`src/verilog/ceim_pkg.sv`:
```
// Constants for the clock event interrupt block: register map, field layout, reset values.
// Assumes an 8-bit register port with a 12-bit byte address.
package ceim_pkg;

    localparam int ADDR_W = 12;
    localparam int DATA_W = 8;
    localparam int NUM_REFS = 11;
    localparam int NUM_MONS = 5;
    localparam int LOOP_BITS = 4;
    localparam int REF_LO_W = 8;
    localparam int REF_HI_W = 3;

    localparam logic [ADDR_W-1:0] REF_LO_STATUS_ADDR = 12'h020;
    localparam logic [ADDR_W-1:0] REF_HI_STATUS_ADDR = 12'h021;
    localparam logic [ADDR_W-1:0] LOOP_STATUS_ADDR = 12'h022;
    localparam logic [ADDR_W-1:0] REF_LO_ENABLE_ADDR = 12'h023;
    localparam logic [ADDR_W-1:0] REF_HI_ENABLE_ADDR = 12'h024;
    localparam logic [ADDR_W-1:0] LOOP_ENABLE_ADDR = 12'h025;
    localparam logic [ADDR_W-1:0] MON_FIRST_ADDR = 12'h026;
    localparam logic [ADDR_W-1:0] MON_LAST_ADDR = 12'h030;
    localparam logic [ADDR_W-1:0] HOLD_LOCK_ADDR = 12'h031;

    localparam int LOOP1_LOST_BIT = 3;
    localparam int LOOP1_HOLD_BIT = 2;
    localparam int LOOP0_LOST_BIT = 1;
    localparam int LOOP0_HOLD_BIT = 0;

    localparam logic [DATA_W-1:0] ENABLE_RESET = 8'h00;
    localparam logic [DATA_W-1:0] STATUS_RESET = 8'h00;
    localparam logic [DATA_W-1:0] UNMAPPED_READ = 8'h00;

endpackage

```
`src/verilog/ceim_flag_if.sv`:
```
// Carrier between the top and a sticky flag bank: set and clear requests, held flags.
// Assumes one clock domain; the user side drives requests every cycle.
`timescale 1ns/1ps
interface ceim_flag_if #(parameter int W = 4);
    logic [W-1:0] setReq;
    logic [W-1:0] clrReq;
    logic [W-1:0] flags;

    modport owner (input setReq, input clrReq, output flags);
    modport user (output setReq, output clrReq, input flags);
endinterface

```
`src/verilog/ceim_irq_gen.sv`:
```
// Interrupt request output: high while any enabled sticky flag is held.
// Assumes flags and enables arrive as registered levels.
`timescale 1ns/1ps
module ceim_irq_gen
    import ceim_pkg::*;
(
    // Clock and reset
    input wire logic clk,
    input wire logic srst,
    // Loop flags and enables
    input wire logic [LOOP_BITS-1:0] loopFlags,
    input wire logic [LOOP_BITS-1:0] loopEnable,
    // Reference flags and enables
    input wire logic [NUM_REFS-1:0] refFlags,
    input wire logic [NUM_REFS-1:0] refEnable,
    // Request line
    output logic irq
);
    typedef struct packed {
        logic irq;
    } ceim_irq_t;

    ceim_irq_t st_q;
    ceim_irq_t st_d;

    always_comb begin
        st_d = st_q;
        // Level, not pulse: stays up until every enabled flag is cleared
        st_d.irq = (|(loopFlags & loopEnable)) | (|(refFlags & refEnable));
    end

    always_ff @(posedge clk) begin
        if (srst) begin
            st_q <= '0;
        end else begin
            st_q <= st_d;
        end
    end

    assign irq = st_q.irq;
endmodule

```
`src/verilog/ceim_sticky.sv`:
```
// Bank of sticky flags: set by hardware, cleared by request, set beats clear.
// Assumes synchronous active-high reset on the single system clock.
`timescale 1ns/1ps
module ceim_sticky
    import ceim_pkg::*;
#(
    parameter int W = 4
) (
    // Clock and reset
    input wire logic clk,
    input wire logic srst,
    // Flag carrier
    ceim_flag_if.owner fl
);
    typedef struct packed {
        logic [W-1:0] flags;
    } ceim_sticky_t;

    ceim_sticky_t st_q;
    ceim_sticky_t st_d;

    always_comb begin
        st_d = st_q;
        // Event landing with its clear must not be lost
        st_d.flags = (st_q.flags & ~fl.clrReq) | fl.setReq;
    end

    always_ff @(posedge clk) begin
        if (srst) begin
            st_q <= '0;
        end else begin
            st_q <= st_d;
        end
    end

    assign fl.flags = st_q.flags;

    setWins_a: assert property (@(posedge clk) disable iff (srst)
        (|fl.setReq) |=> ((fl.flags & $past(fl.setReq)) == $past(fl.setReq)))
        else $error("sticky flag lost its set");
endmodule

```
`src/verilog/ceim_top.sv`:
```
// Clock event interrupt status and masking with its 8-bit register port.
// Assumes monitor and loop conditions are levels synchronous to clk.
`timescale 1ns/1ps
// Summary of operation
// - Loop one lost lock sets status bit 3 when its enable bit is high.
// - Loop one holdover sets status bit 2 when its enable bit is high.
// - Any loop status bit set with its enable bit high drives the interrupt request high.
// - Loop status bits stay set until software clears them.
// - Loop zero uses bit 1 for lost lock, bit 0 for holdover, same behaviour.
// - Live lost-lock and holdover levels readable in a separate status register.
// - Low reference enable bit 7 passes or blocks reference seven failure.
// - Low reference enable bits 6..0 gate references six to zero likewise.
// - High reference enable bits 2..0 gate references ten to eight; 7:3 reserved.
// - Loop enable bit 3 gates loop one lost lock.
// - Loop enable bit 2 gates loop one holdover.
// - Loop enable bits 1 and 0 gate loop zero lost lock and holdover.
// - Reference failure sets when enabled and any enabled monitor reports failure.
// - Reference failure status at 0x020 bits 7..0, 0x021 bits 2..0, sticky.
// - Per-reference monitor fault bits latch regardless of masks, until cleared.
module ceim_top
    import ceim_pkg::*;
(
    // Clock and reset
    input wire logic clk,
    input wire logic srst,
    // Register port
    input wire logic [ADDR_W-1:0] regAddr,
    input wire logic regWrEn,
    input wire logic [DATA_W-1:0] regWrData,
    input wire logic regRdEn,
    output logic [DATA_W-1:0] regRdData,
    output logic regRdValid,
    // Loop conditions
    input wire logic [1:0] loopLostLock,
    input wire logic [1:0] loopHoldover,
    // Reference monitors, five bits per reference
    input wire logic [NUM_REFS*NUM_MONS-1:0] refMonitorFault,
    input wire logic [NUM_REFS*NUM_MONS-1:0] refMonitorEnable,
    // Interrupt request
    output logic irq
);
    typedef struct packed {
        logic [REF_LO_W-1:0] refLoEnable;
        logic [REF_HI_W-1:0] refHiEnable;
        logic [LOOP_BITS-1:0] loopEnable;
        logic [LOOP_BITS-1:0] holdLock;
        logic [DATA_W-1:0] rdData;
        logic rdValid;
    } ceim_top_t;

    ceim_top_t st_q;
    ceim_top_t st_d;

    ceim_flag_if #(.W(LOOP_BITS)) loopIf ();
    ceim_flag_if #(.W(NUM_REFS)) refIf ();
    ceim_flag_if #(.W(NUM_REFS*NUM_MONS)) monIf ();

    function automatic logic isMonAddr(input logic [ADDR_W-1:0] a);
        return (a >= MON_FIRST_ADDR) && (a <= MON_LAST_ADDR);
    endfunction

    function automatic logic [3:0] monIndex(input logic [ADDR_W-1:0] a);
        logic [ADDR_W-1:0] diff;
        diff = a - MON_FIRST_ADDR;
        return diff[3:0];
    endfunction

    logic [LOOP_BITS-1:0] loopLive;
    logic [NUM_REFS-1:0] refEnable;
    logic [NUM_REFS-1:0] refFailNow;
    logic [NUM_REFS*NUM_MONS-1:0] monClr;
    logic wrRefLo;
    logic wrRefHi;
    logic wrLoop;

    assign loopLive[LOOP1_LOST_BIT] = loopLostLock[1];
    assign loopLive[LOOP1_HOLD_BIT] = loopHoldover[1];
    assign loopLive[LOOP0_LOST_BIT] = loopLostLock[0];
    assign loopLive[LOOP0_HOLD_BIT] = loopHoldover[0];

    assign refEnable = {st_q.refHiEnable, st_q.refLoEnable};

    assign wrRefLo = regWrEn && (regAddr == REF_LO_STATUS_ADDR);
    assign wrRefHi = regWrEn && (regAddr == REF_HI_STATUS_ADDR);
    assign wrLoop = regWrEn && (regAddr == LOOP_STATUS_ADDR);

    // Loop events only reach the sticky bits through their enable bits
    assign loopIf.setReq = loopLive & st_q.loopEnable;
    assign loopIf.clrReq = wrLoop ? regWrData[LOOP_BITS-1:0] : '0;

    genvar k;
    generate
        for (k = 0; k < NUM_REFS; k++) begin : gRef
            // Live monitor levels, so a cleared fault can still trip the reference
            assign refFailNow[k] = |(refMonitorFault[k*NUM_MONS +: NUM_MONS] &
                                     refMonitorEnable[k*NUM_MONS +: NUM_MONS]);
            assign monClr[k*NUM_MONS +: NUM_MONS] =
                (regWrEn && isMonAddr(regAddr) && (monIndex(regAddr) == 4'(k))) ?
                regWrData[NUM_MONS-1:0] : '0;
        end
    endgenerate

    assign refIf.setReq = refFailNow & refEnable;
    assign refIf.clrReq = {(wrRefHi ? regWrData[REF_HI_W-1:0] : 3'h0),
                           (wrRefLo ? regWrData : 8'h00)};

    // Monitor faults are unmasked by design
    assign monIf.setReq = refMonitorFault;
    assign monIf.clrReq = monClr;

    ceim_sticky #(.W(LOOP_BITS)) uLoopFlags (
        .clk(clk),
        .srst(srst),
        .fl(loopIf.owner)
    );

    ceim_sticky #(.W(NUM_REFS)) uRefFlags (
        .clk(clk),
        .srst(srst),
        .fl(refIf.owner)
    );

    ceim_sticky #(.W(NUM_REFS*NUM_MONS)) uMonFlags (
        .clk(clk),
        .srst(srst),
        .fl(monIf.owner)
    );

    ceim_irq_gen uIrq (
        .clk(clk),
        .srst(srst),
        .loopFlags(loopIf.flags),
        .loopEnable(st_q.loopEnable),
        .refFlags(refIf.flags),
        .refEnable(refEnable),
        .irq(irq)
    );

    always_comb begin
        logic [3:0] idx;
        idx = monIndex(regAddr);
        st_d = st_q;
        st_d.holdLock = loopLive;
        st_d.rdValid = regRdEn;
        if (regWrEn) begin
            case (regAddr)
                REF_LO_ENABLE_ADDR: begin
                    st_d.refLoEnable = regWrData;
                end
                REF_HI_ENABLE_ADDR: begin
                    // Reserved bits are not stored, so they keep their default
                    st_d.refHiEnable = regWrData[REF_HI_W-1:0];
                end
                LOOP_ENABLE_ADDR: begin
                    st_d.loopEnable = regWrData[LOOP_BITS-1:0];
                end
                default: begin
                end
            endcase
        end
        if (regRdEn) begin
            case (regAddr)
                REF_LO_STATUS_ADDR: begin
                    st_d.rdData = refIf.flags[REF_LO_W-1:0];
                end
                REF_HI_STATUS_ADDR: begin
                    st_d.rdData = {5'h00, refIf.flags[NUM_REFS-1:REF_LO_W]};
                end
                LOOP_STATUS_ADDR: begin
                    st_d.rdData = {4'h0, loopIf.flags};
                end
                REF_LO_ENABLE_ADDR: begin
                    st_d.rdData = st_q.refLoEnable;
                end
                REF_HI_ENABLE_ADDR: begin
                    st_d.rdData = {5'h00, st_q.refHiEnable};
                end
                LOOP_ENABLE_ADDR: begin
                    st_d.rdData = {4'h0, st_q.loopEnable};
                end
                HOLD_LOCK_ADDR: begin
                    st_d.rdData = {4'h0, st_q.holdLock};
                end
                default: begin
                    if (isMonAddr(regAddr)) begin
                        st_d.rdData = {3'h0, monIf.flags[idx*NUM_MONS +: NUM_MONS]};
                    end else begin
                        st_d.rdData = UNMAPPED_READ;
                    end
                end
            endcase
        end
    end

    always_ff @(posedge clk) begin
        if (srst) begin
            st_q.refLoEnable <= ENABLE_RESET;
            st_q.refHiEnable <= ENABLE_RESET[REF_HI_W-1:0];
            st_q.loopEnable <= ENABLE_RESET[LOOP_BITS-1:0];
            st_q.holdLock <= STATUS_RESET[LOOP_BITS-1:0];
            st_q.rdData <= STATUS_RESET;
            st_q.rdValid <= 1'b0;
        end else begin
            st_q <= st_d;
        end
    end

    assign regRdData = st_q.rdData;
    assign regRdValid = st_q.rdValid;

    loopOneLost_a: assert property (@(posedge clk) disable iff (srst)
        (loopLostLock[1] && st_q.loopEnable[LOOP1_LOST_BIT]) |=> loopIf.flags[LOOP1_LOST_BIT])
        else $error("loop one lost lock not latched");

    loopOneHold_a: assert property (@(posedge clk) disable iff (srst)
        (loopHoldover[1] && st_q.loopEnable[LOOP1_HOLD_BIT]) |=> loopIf.flags[LOOP1_HOLD_BIT])
        else $error("loop one holdover not latched");

    loopZeroLost_a: assert property (@(posedge clk) disable iff (srst)
        (loopLostLock[0] && st_q.loopEnable[LOOP0_LOST_BIT]) |=> loopIf.flags[LOOP0_LOST_BIT])
        else $error("loop zero lost lock not latched");

    loopZeroHold_a: assert property (@(posedge clk) disable iff (srst)
        (loopHoldover[0] && st_q.loopEnable[LOOP0_HOLD_BIT]) |=> loopIf.flags[LOOP0_HOLD_BIT])
        else $error("loop zero holdover not latched");

    loopSticky_a: assert property (@(posedge clk) disable iff (srst)
        (loopIf.flags[LOOP1_LOST_BIT] && !(wrLoop && regWrData[LOOP1_LOST_BIT]))
        |=> loopIf.flags[LOOP1_LOST_BIT])
        else $error("loop status bit dropped without clear");

    loopMasked_a: assert property (@(posedge clk) disable iff (srst)
        (loopIf.flags & ~$past(loopIf.flags) & ~$past(st_q.loopEnable)) == 4'h0)
        else $error("masked loop event reached status");

    irqRaise_a: assert property (@(posedge clk) disable iff (srst)
        (|(loopIf.flags & st_q.loopEnable)) |=> irq)
        else $error("interrupt not raised for loop status");

    irqDrop_a: assert property (@(posedge clk) disable iff (srst)
        (!(|(loopIf.flags & st_q.loopEnable)) && !(|(refIf.flags & refEnable))) |=> !irq)
        else $error("interrupt held with nothing enabled set");

    refSevenMask_a: assert property (@(posedge clk) disable iff (srst)
        $rose(refIf.flags[7]) |-> $past(st_q.refLoEnable[7]))
        else $error("reference seven set while masked");

    refFailSet_a: assert property (@(posedge clk) disable iff (srst)
        (refMonitorFault[0] && refMonitorEnable[0] && st_q.refLoEnable[0]) |=> refIf.flags[0])
        else $error("reference zero failure not latched");

    refHiMask_a: assert property (@(posedge clk) disable iff (srst)
        (regRdEn && regAddr == REF_HI_ENABLE_ADDR) |=> (regRdValid && regRdData[7:3] == 5'h00))
        else $error("reserved enable bits read nonzero");

    refStatusRd_a: assert property (@(posedge clk) disable iff (srst)
        (regRdEn && regAddr == REF_LO_STATUS_ADDR) |=> (regRdData == $past(refIf.flags[7:0])))
        else $error("reference status read mismatch");

    monUnmasked_a: assert property (@(posedge clk) disable iff (srst)
        refMonitorFault[NUM_MONS] |=> monIf.flags[NUM_MONS])
        else $error("monitor fault not latched");

    holdLockRd_a: assert property (@(posedge clk) disable iff (srst)
        (regRdEn && regAddr == HOLD_LOCK_ADDR) |=> (regRdValid && regRdData[7:4] == 4'h0))
        else $error("hold lock read malformed");

    holdLockLive_a: assert property (@(posedge clk) disable iff (srst)
        (regRdEn && regAddr == HOLD_LOCK_ADDR) |=> (regRdData[3:0] == $past(loopLive, 2) ||
                                                     $past(srst, 2)))
        else $error("hold lock read not live");

    loopHoldMask_a: assert property (@(posedge clk) disable iff (srst)
        (!st_q.loopEnable[LOOP1_HOLD_BIT] && !loopIf.flags[LOOP1_HOLD_BIT])
        |=> !loopIf.flags[LOOP1_HOLD_BIT])
        else $error("masked loop one holdover latched");

    loopClear_a: assert property (@(posedge clk) disable iff (srst)
        (wrLoop && loopIf.setReq == 4'h0)
        |=> ((loopIf.flags & $past(regWrData[LOOP_BITS-1:0])) == 4'h0))
        else $error("loop status bit not cleared");

    irqRefRaise_a: assert property (@(posedge clk) disable iff (srst)
        (|(refIf.flags & refEnable)) |=> irq)
        else $error("interrupt not raised for reference status");

    refLowMask_a: assert property (@(posedge clk) disable iff (srst)
        (refIf.flags[6:0] & ~$past(refIf.flags[6:0]) & ~$past(st_q.refLoEnable[6:0])) == 7'h00)
        else $error("masked low reference set its status");

    refTenMask_a: assert property (@(posedge clk) disable iff (srst)
        $rose(refIf.flags[10]) |-> $past(st_q.refHiEnable[2]))
        else $error("reference ten set while masked");

    refSticky_a: assert property (@(posedge clk) disable iff (srst)
        (refIf.flags[0] && !(wrRefLo && regWrData[0])) |=> refIf.flags[0])
        else $error("reference status dropped without clear");

    refHiStatusRd_a: assert property (@(posedge clk) disable iff (srst)
        (regRdEn && regAddr == REF_HI_STATUS_ADDR)
        |=> (regRdData == {5'h00, $past(refIf.flags[NUM_REFS-1:REF_LO_W])}))
        else $error("high reference status read mismatch");

    monSticky_a: assert property (@(posedge clk) disable iff (srst)
        (monIf.flags[0] && !monClr[0]) |=> monIf.flags[0])
        else $error("monitor fault dropped without clear");

    monRead_a: assert property (@(posedge clk) disable iff (srst)
        (regRdEn && regAddr == MON_FIRST_ADDR) |=> (regRdData == {3'h0, $past(monIf.flags[4:0])}))
        else $error("monitor fault read mismatch");
endmodule
```
`config.mk`:
```
export PLATFORM = sky130hd
export DESIGN_NAME = ceim_top
export DESIGN_NICKNAME = d
export VERILOG_FILES = /design/src/verilog/ceim_pkg.sv /design/src/verilog/ceim_flag_if.sv /design/src/verilog/ceim_irq_gen.sv /design/src/verilog/ceim_sticky.sv /design/src/verilog/ceim_top.sv
export SDC_FILE = /design/constraint.sdc
export NUM_CORES = 1
export LEC_CHECK = 0
export ABC_AREA = 1
export ABC_CLOCK_PERIOD_IN_PS = 5500
export CORE_AREA = 2 2 127 129
export CTS_CLUSTER_SIZE = 8
export DETAILED_ROUTE_END_ITERATION = 12
export DIE_AREA = 0 0 129 131
export DONT_BUFFER_PORTS = 1
export PLACE_DENSITY = 0.48
export SLEW_MARGIN = 40
export SYNTH_ARGS = -nofsm -noshare
export SYNTH_HDL_FRONTEND = slang
export SYNTH_SLANG_ARGS = --single-unit
export TNS_END_PERCENT = 50
```
`constraint.sdc`:
```
create_clock -name clk -period 5.5 [get_ports clk]
set_clock_uncertainty 0.15 [all_clocks]
set_input_delay 1.1 -clock clk [delete_from_list [all_inputs] [get_ports clk]]
set_output_delay 1.1 -clock clk [all_outputs]
set_load 0.02 [all_outputs]
```
==> impl_results.md <==
- Global route total overflow: 0
- Slew Limit Fails: 0
- Status: finished clean
- Worst hold path class: flop to flop
- WS Path Type: primary input to flop
- Leakage: approximately 2.6 nW
- Final min period: approximately 2.8 ns
- Synth Flop Type: dfxtp_1
- Power Total: about 1.6 mW
- CP Capture Type: flop
- H-tree levels: 3
- Post-route ant nets: 0
- CTS root buf: clkbuf_16
- Number of library cell types mapped by synthesis: 28
- Iter 0 DRT Violations: between 300 and 400
- Antenna cells: 0
- Syn Inst Count: ~860
- Util after Layout: 36.56%
- Fin crit share: approximately half
- Die span in y: 131 um
- Mapped cell area: between 5000 and 6000 um2
- Post-synth top cells: 238 x nand2_1, 130 x inv_1, 106 x nand3_1, 99 x dfxtp_1, 84 x a21oi_1
- Total GRT Usage: 21.20%
- Detailed-route wire length: 17.81 mm
- Resize count post-CTS: 0
- Layout area overhead: 6.371%
- # IOs: about 150
- Sequential element share of the synthesized area: 36.97%
- First-pass GRT wire length: 27.03 mm
- Post-synth EDFFs: 0
- Die area: between 15,000 and 20,000 um2
- Area share of the largest cell type after synthesis: 36.97%
- DRC: 0
- Hpwl dp: between 10 and 15 mm
- # port buffers: 0
- Syn_area_per_cell: 6.249 um2
- Largest net degree at the start of global routing: 81
- Syn nets: 998
- Setup-failing EPs final: 0
- Num CTS Buffers: 9
- Kind of start point of the critical path: primary input
- WL/cell: 16.99 um
- Slew margin rel.: 57.57%
- Postcts setup bufs: 0
- Setup repair after global routing missed its margin: false
- Finished Cell Area: approximately 5700 um2
- GPL Wtd Cong: 0.9137
- Async S/R FF share, synth: 0%
- Number of global-route vias before repair: 5,020
- Clk slew on worst S/H paths: around 0.070 ns
- Max Root-Sink Buffers: 2
- Worst vdd ir: 0.1474 mV
- Top cells by area, synth: dfxtp_1 37%, nand2_1 17%, nand3_1 9.9%, inv_1 9.1%, a21oi_1 7.8%
- Net count, final: 967
- Synthesis warning total: 0
- WP data required: 5.57 ns
- FP Rows: 46
- Number of synthesized register bits: 99
- Cell Pwr Density: approximately 280 nW/um2
- DP Worst Slack: 2.118 ns
- Initial antenna violation count: 0
- Clk_lat worst skew: 0.35 ns
- Placed Area: ~5400 um2
- Die W: 129 um
- Share of cells above drive strength 1: 3.606%
- Final WS setup: roughly 2.7 ns
- Pre-antenna DRT Iters: 5
- Core region area: 15,600 um2
- Initial core utilization: 34.37%
- Cell with the most instances after synthesis: nand2_1
- Maxcap violations: 0
- Vias: 5,223
- Least-Margin Pin Slew: 0.6325 ns
- Final Hold Viols: 0
- CTS tree: built
- Yosys top cell by area: dfxtp_1
- Sink Count: 99
- Setup_tns: 0 ns
- Vias per cell: 4.984
- Post-CTS Hold Buffers: 0
- CP Max Fanout: 18
- CP Data Arrival Time: 2.83 ns
- Max Clock Freq: 0.3617 GHz
- Fill cells: about 1,700
[power breakdown]
part,leakage [nW],internal (mW),switching [mW]
clock network,0.145,0.363,0.285
registers,0.819,0.750,0.0227
logic,1.66,0.0540,0.0935
total,2.63,1.17,0.401
[state kept, by name, indices dropped and copies added, names as in the netlist]
| register | count |
|---|---|
| uMonFlags.fl.flags | 55 |
| refEnable | 11 |
| uRefFlags.fl.flags | 11 |
| regRdData | 8 |
| st_q | 8 |
| uLoopFlags.fl.flags | 4 |
| regRdValid | 1 |
| uIrq.irq | 1 |
[cell families after synthesis]
| group | Yosys count | synth area share (%) |
|---|---|---|
| AO/OA/AOI/OAI | 155 | 15.36 |
| XOR/XNOR | 1 | 0.3035 |
| adder cells (fa/ha/maj) | 2 | 0.4667 |
| buffers and inverters | 179 | 14.05 |
| flip-flops | 99 | 36.97 |
| AND/OR/NAND/NOR | 422 | 32.86 |
[metal layers]
metal | wire length (um) | part of all wire (%) | up-vias | GRT usage (%)
met5 | 0 | 0 | - | 0
met4 | 486 | 2.7 | 0 | 9.143
met3 | 897 | 5.0 | 27 | 3.868
met2 | 8079 | 45 | 154 | 33.96
met1 | 8342 | 47 | 2404 | 28.12
li1 | - | - | 2638 | -
[placed cells by master, fill, tap and decap left out, types with 2 or more instances in the layout]
cell | Yosys | final
nand2_1 | 238 | 238
inv_1 | 130 | 130
nand3_1 | 106 | 106
dfxtp_1 | 99 | 99
a21oi_1 | 84 | 84
nor2_1 | 63 | 63
o21ai_0 | 54 | 54
a22o_1 | 11 | 11
clkbuf_16 | 0 | 9
nand4_1 | 5 | 5
clkinv_2 | 1 | 4
nor2_2 | 6 | 4
inv_2 | 4 | 4
nor2_4 | 1 | 3
o22ai_1 | 2 | 2
o21ai_1 | 2 | 2
ha_1 | 2 | 2
[cell type report]
type | instances | area, um2 | area share (%)
multi-input cells | 580 | 2636 | 46.23
flip-flops and latches | 99 | 1982 | 34.75
inverters | 136 | 511.7 | 8.973
well taps | 216 | 270.3 | 4.739
clock buffers | 11 | 242.7 | 4.256
clock inverters | 5 | 52.55 | 0.9215
repair buffers | 1 | 7.507 | 0.1316
[worst max-delay path, cell delays in order]
cell and delay (ns):
nor2_1 0.08, nand2_1 0.11, nor2_2 0.53, nand3_1 0.58, o21ai_0 0.35, a21oi_1 0.07
[stage by stage]
step / cells / hold slack [ns]
2_1_floorplan: 858 / 0.2891
3_3_place_gp: 1032 / 0.2949
3_5_place_dp: 1032 / 0.2970
6_report: 1048 / 0.3083
5_1_grt: 1048 / 0.3209
4_1_cts: 1048 / 0.3097
[final timing paths]
path,from,endpoint,slack [ns],depth (start not counted)
worst max register to register,refEnable[8],uIrq.irq,3.97,4
worst min register to register,uRefFlags.fl.flags[5],uRefFlags.fl.flags[5],0.31,2
worst min-delay path,uRefFlags.fl.flags[5],uRefFlags.fl.flags[5],0.31,2
worst max-delay path,regAddr[9],refEnable[7],2.74,6
(Power assumes the default switching activity.)
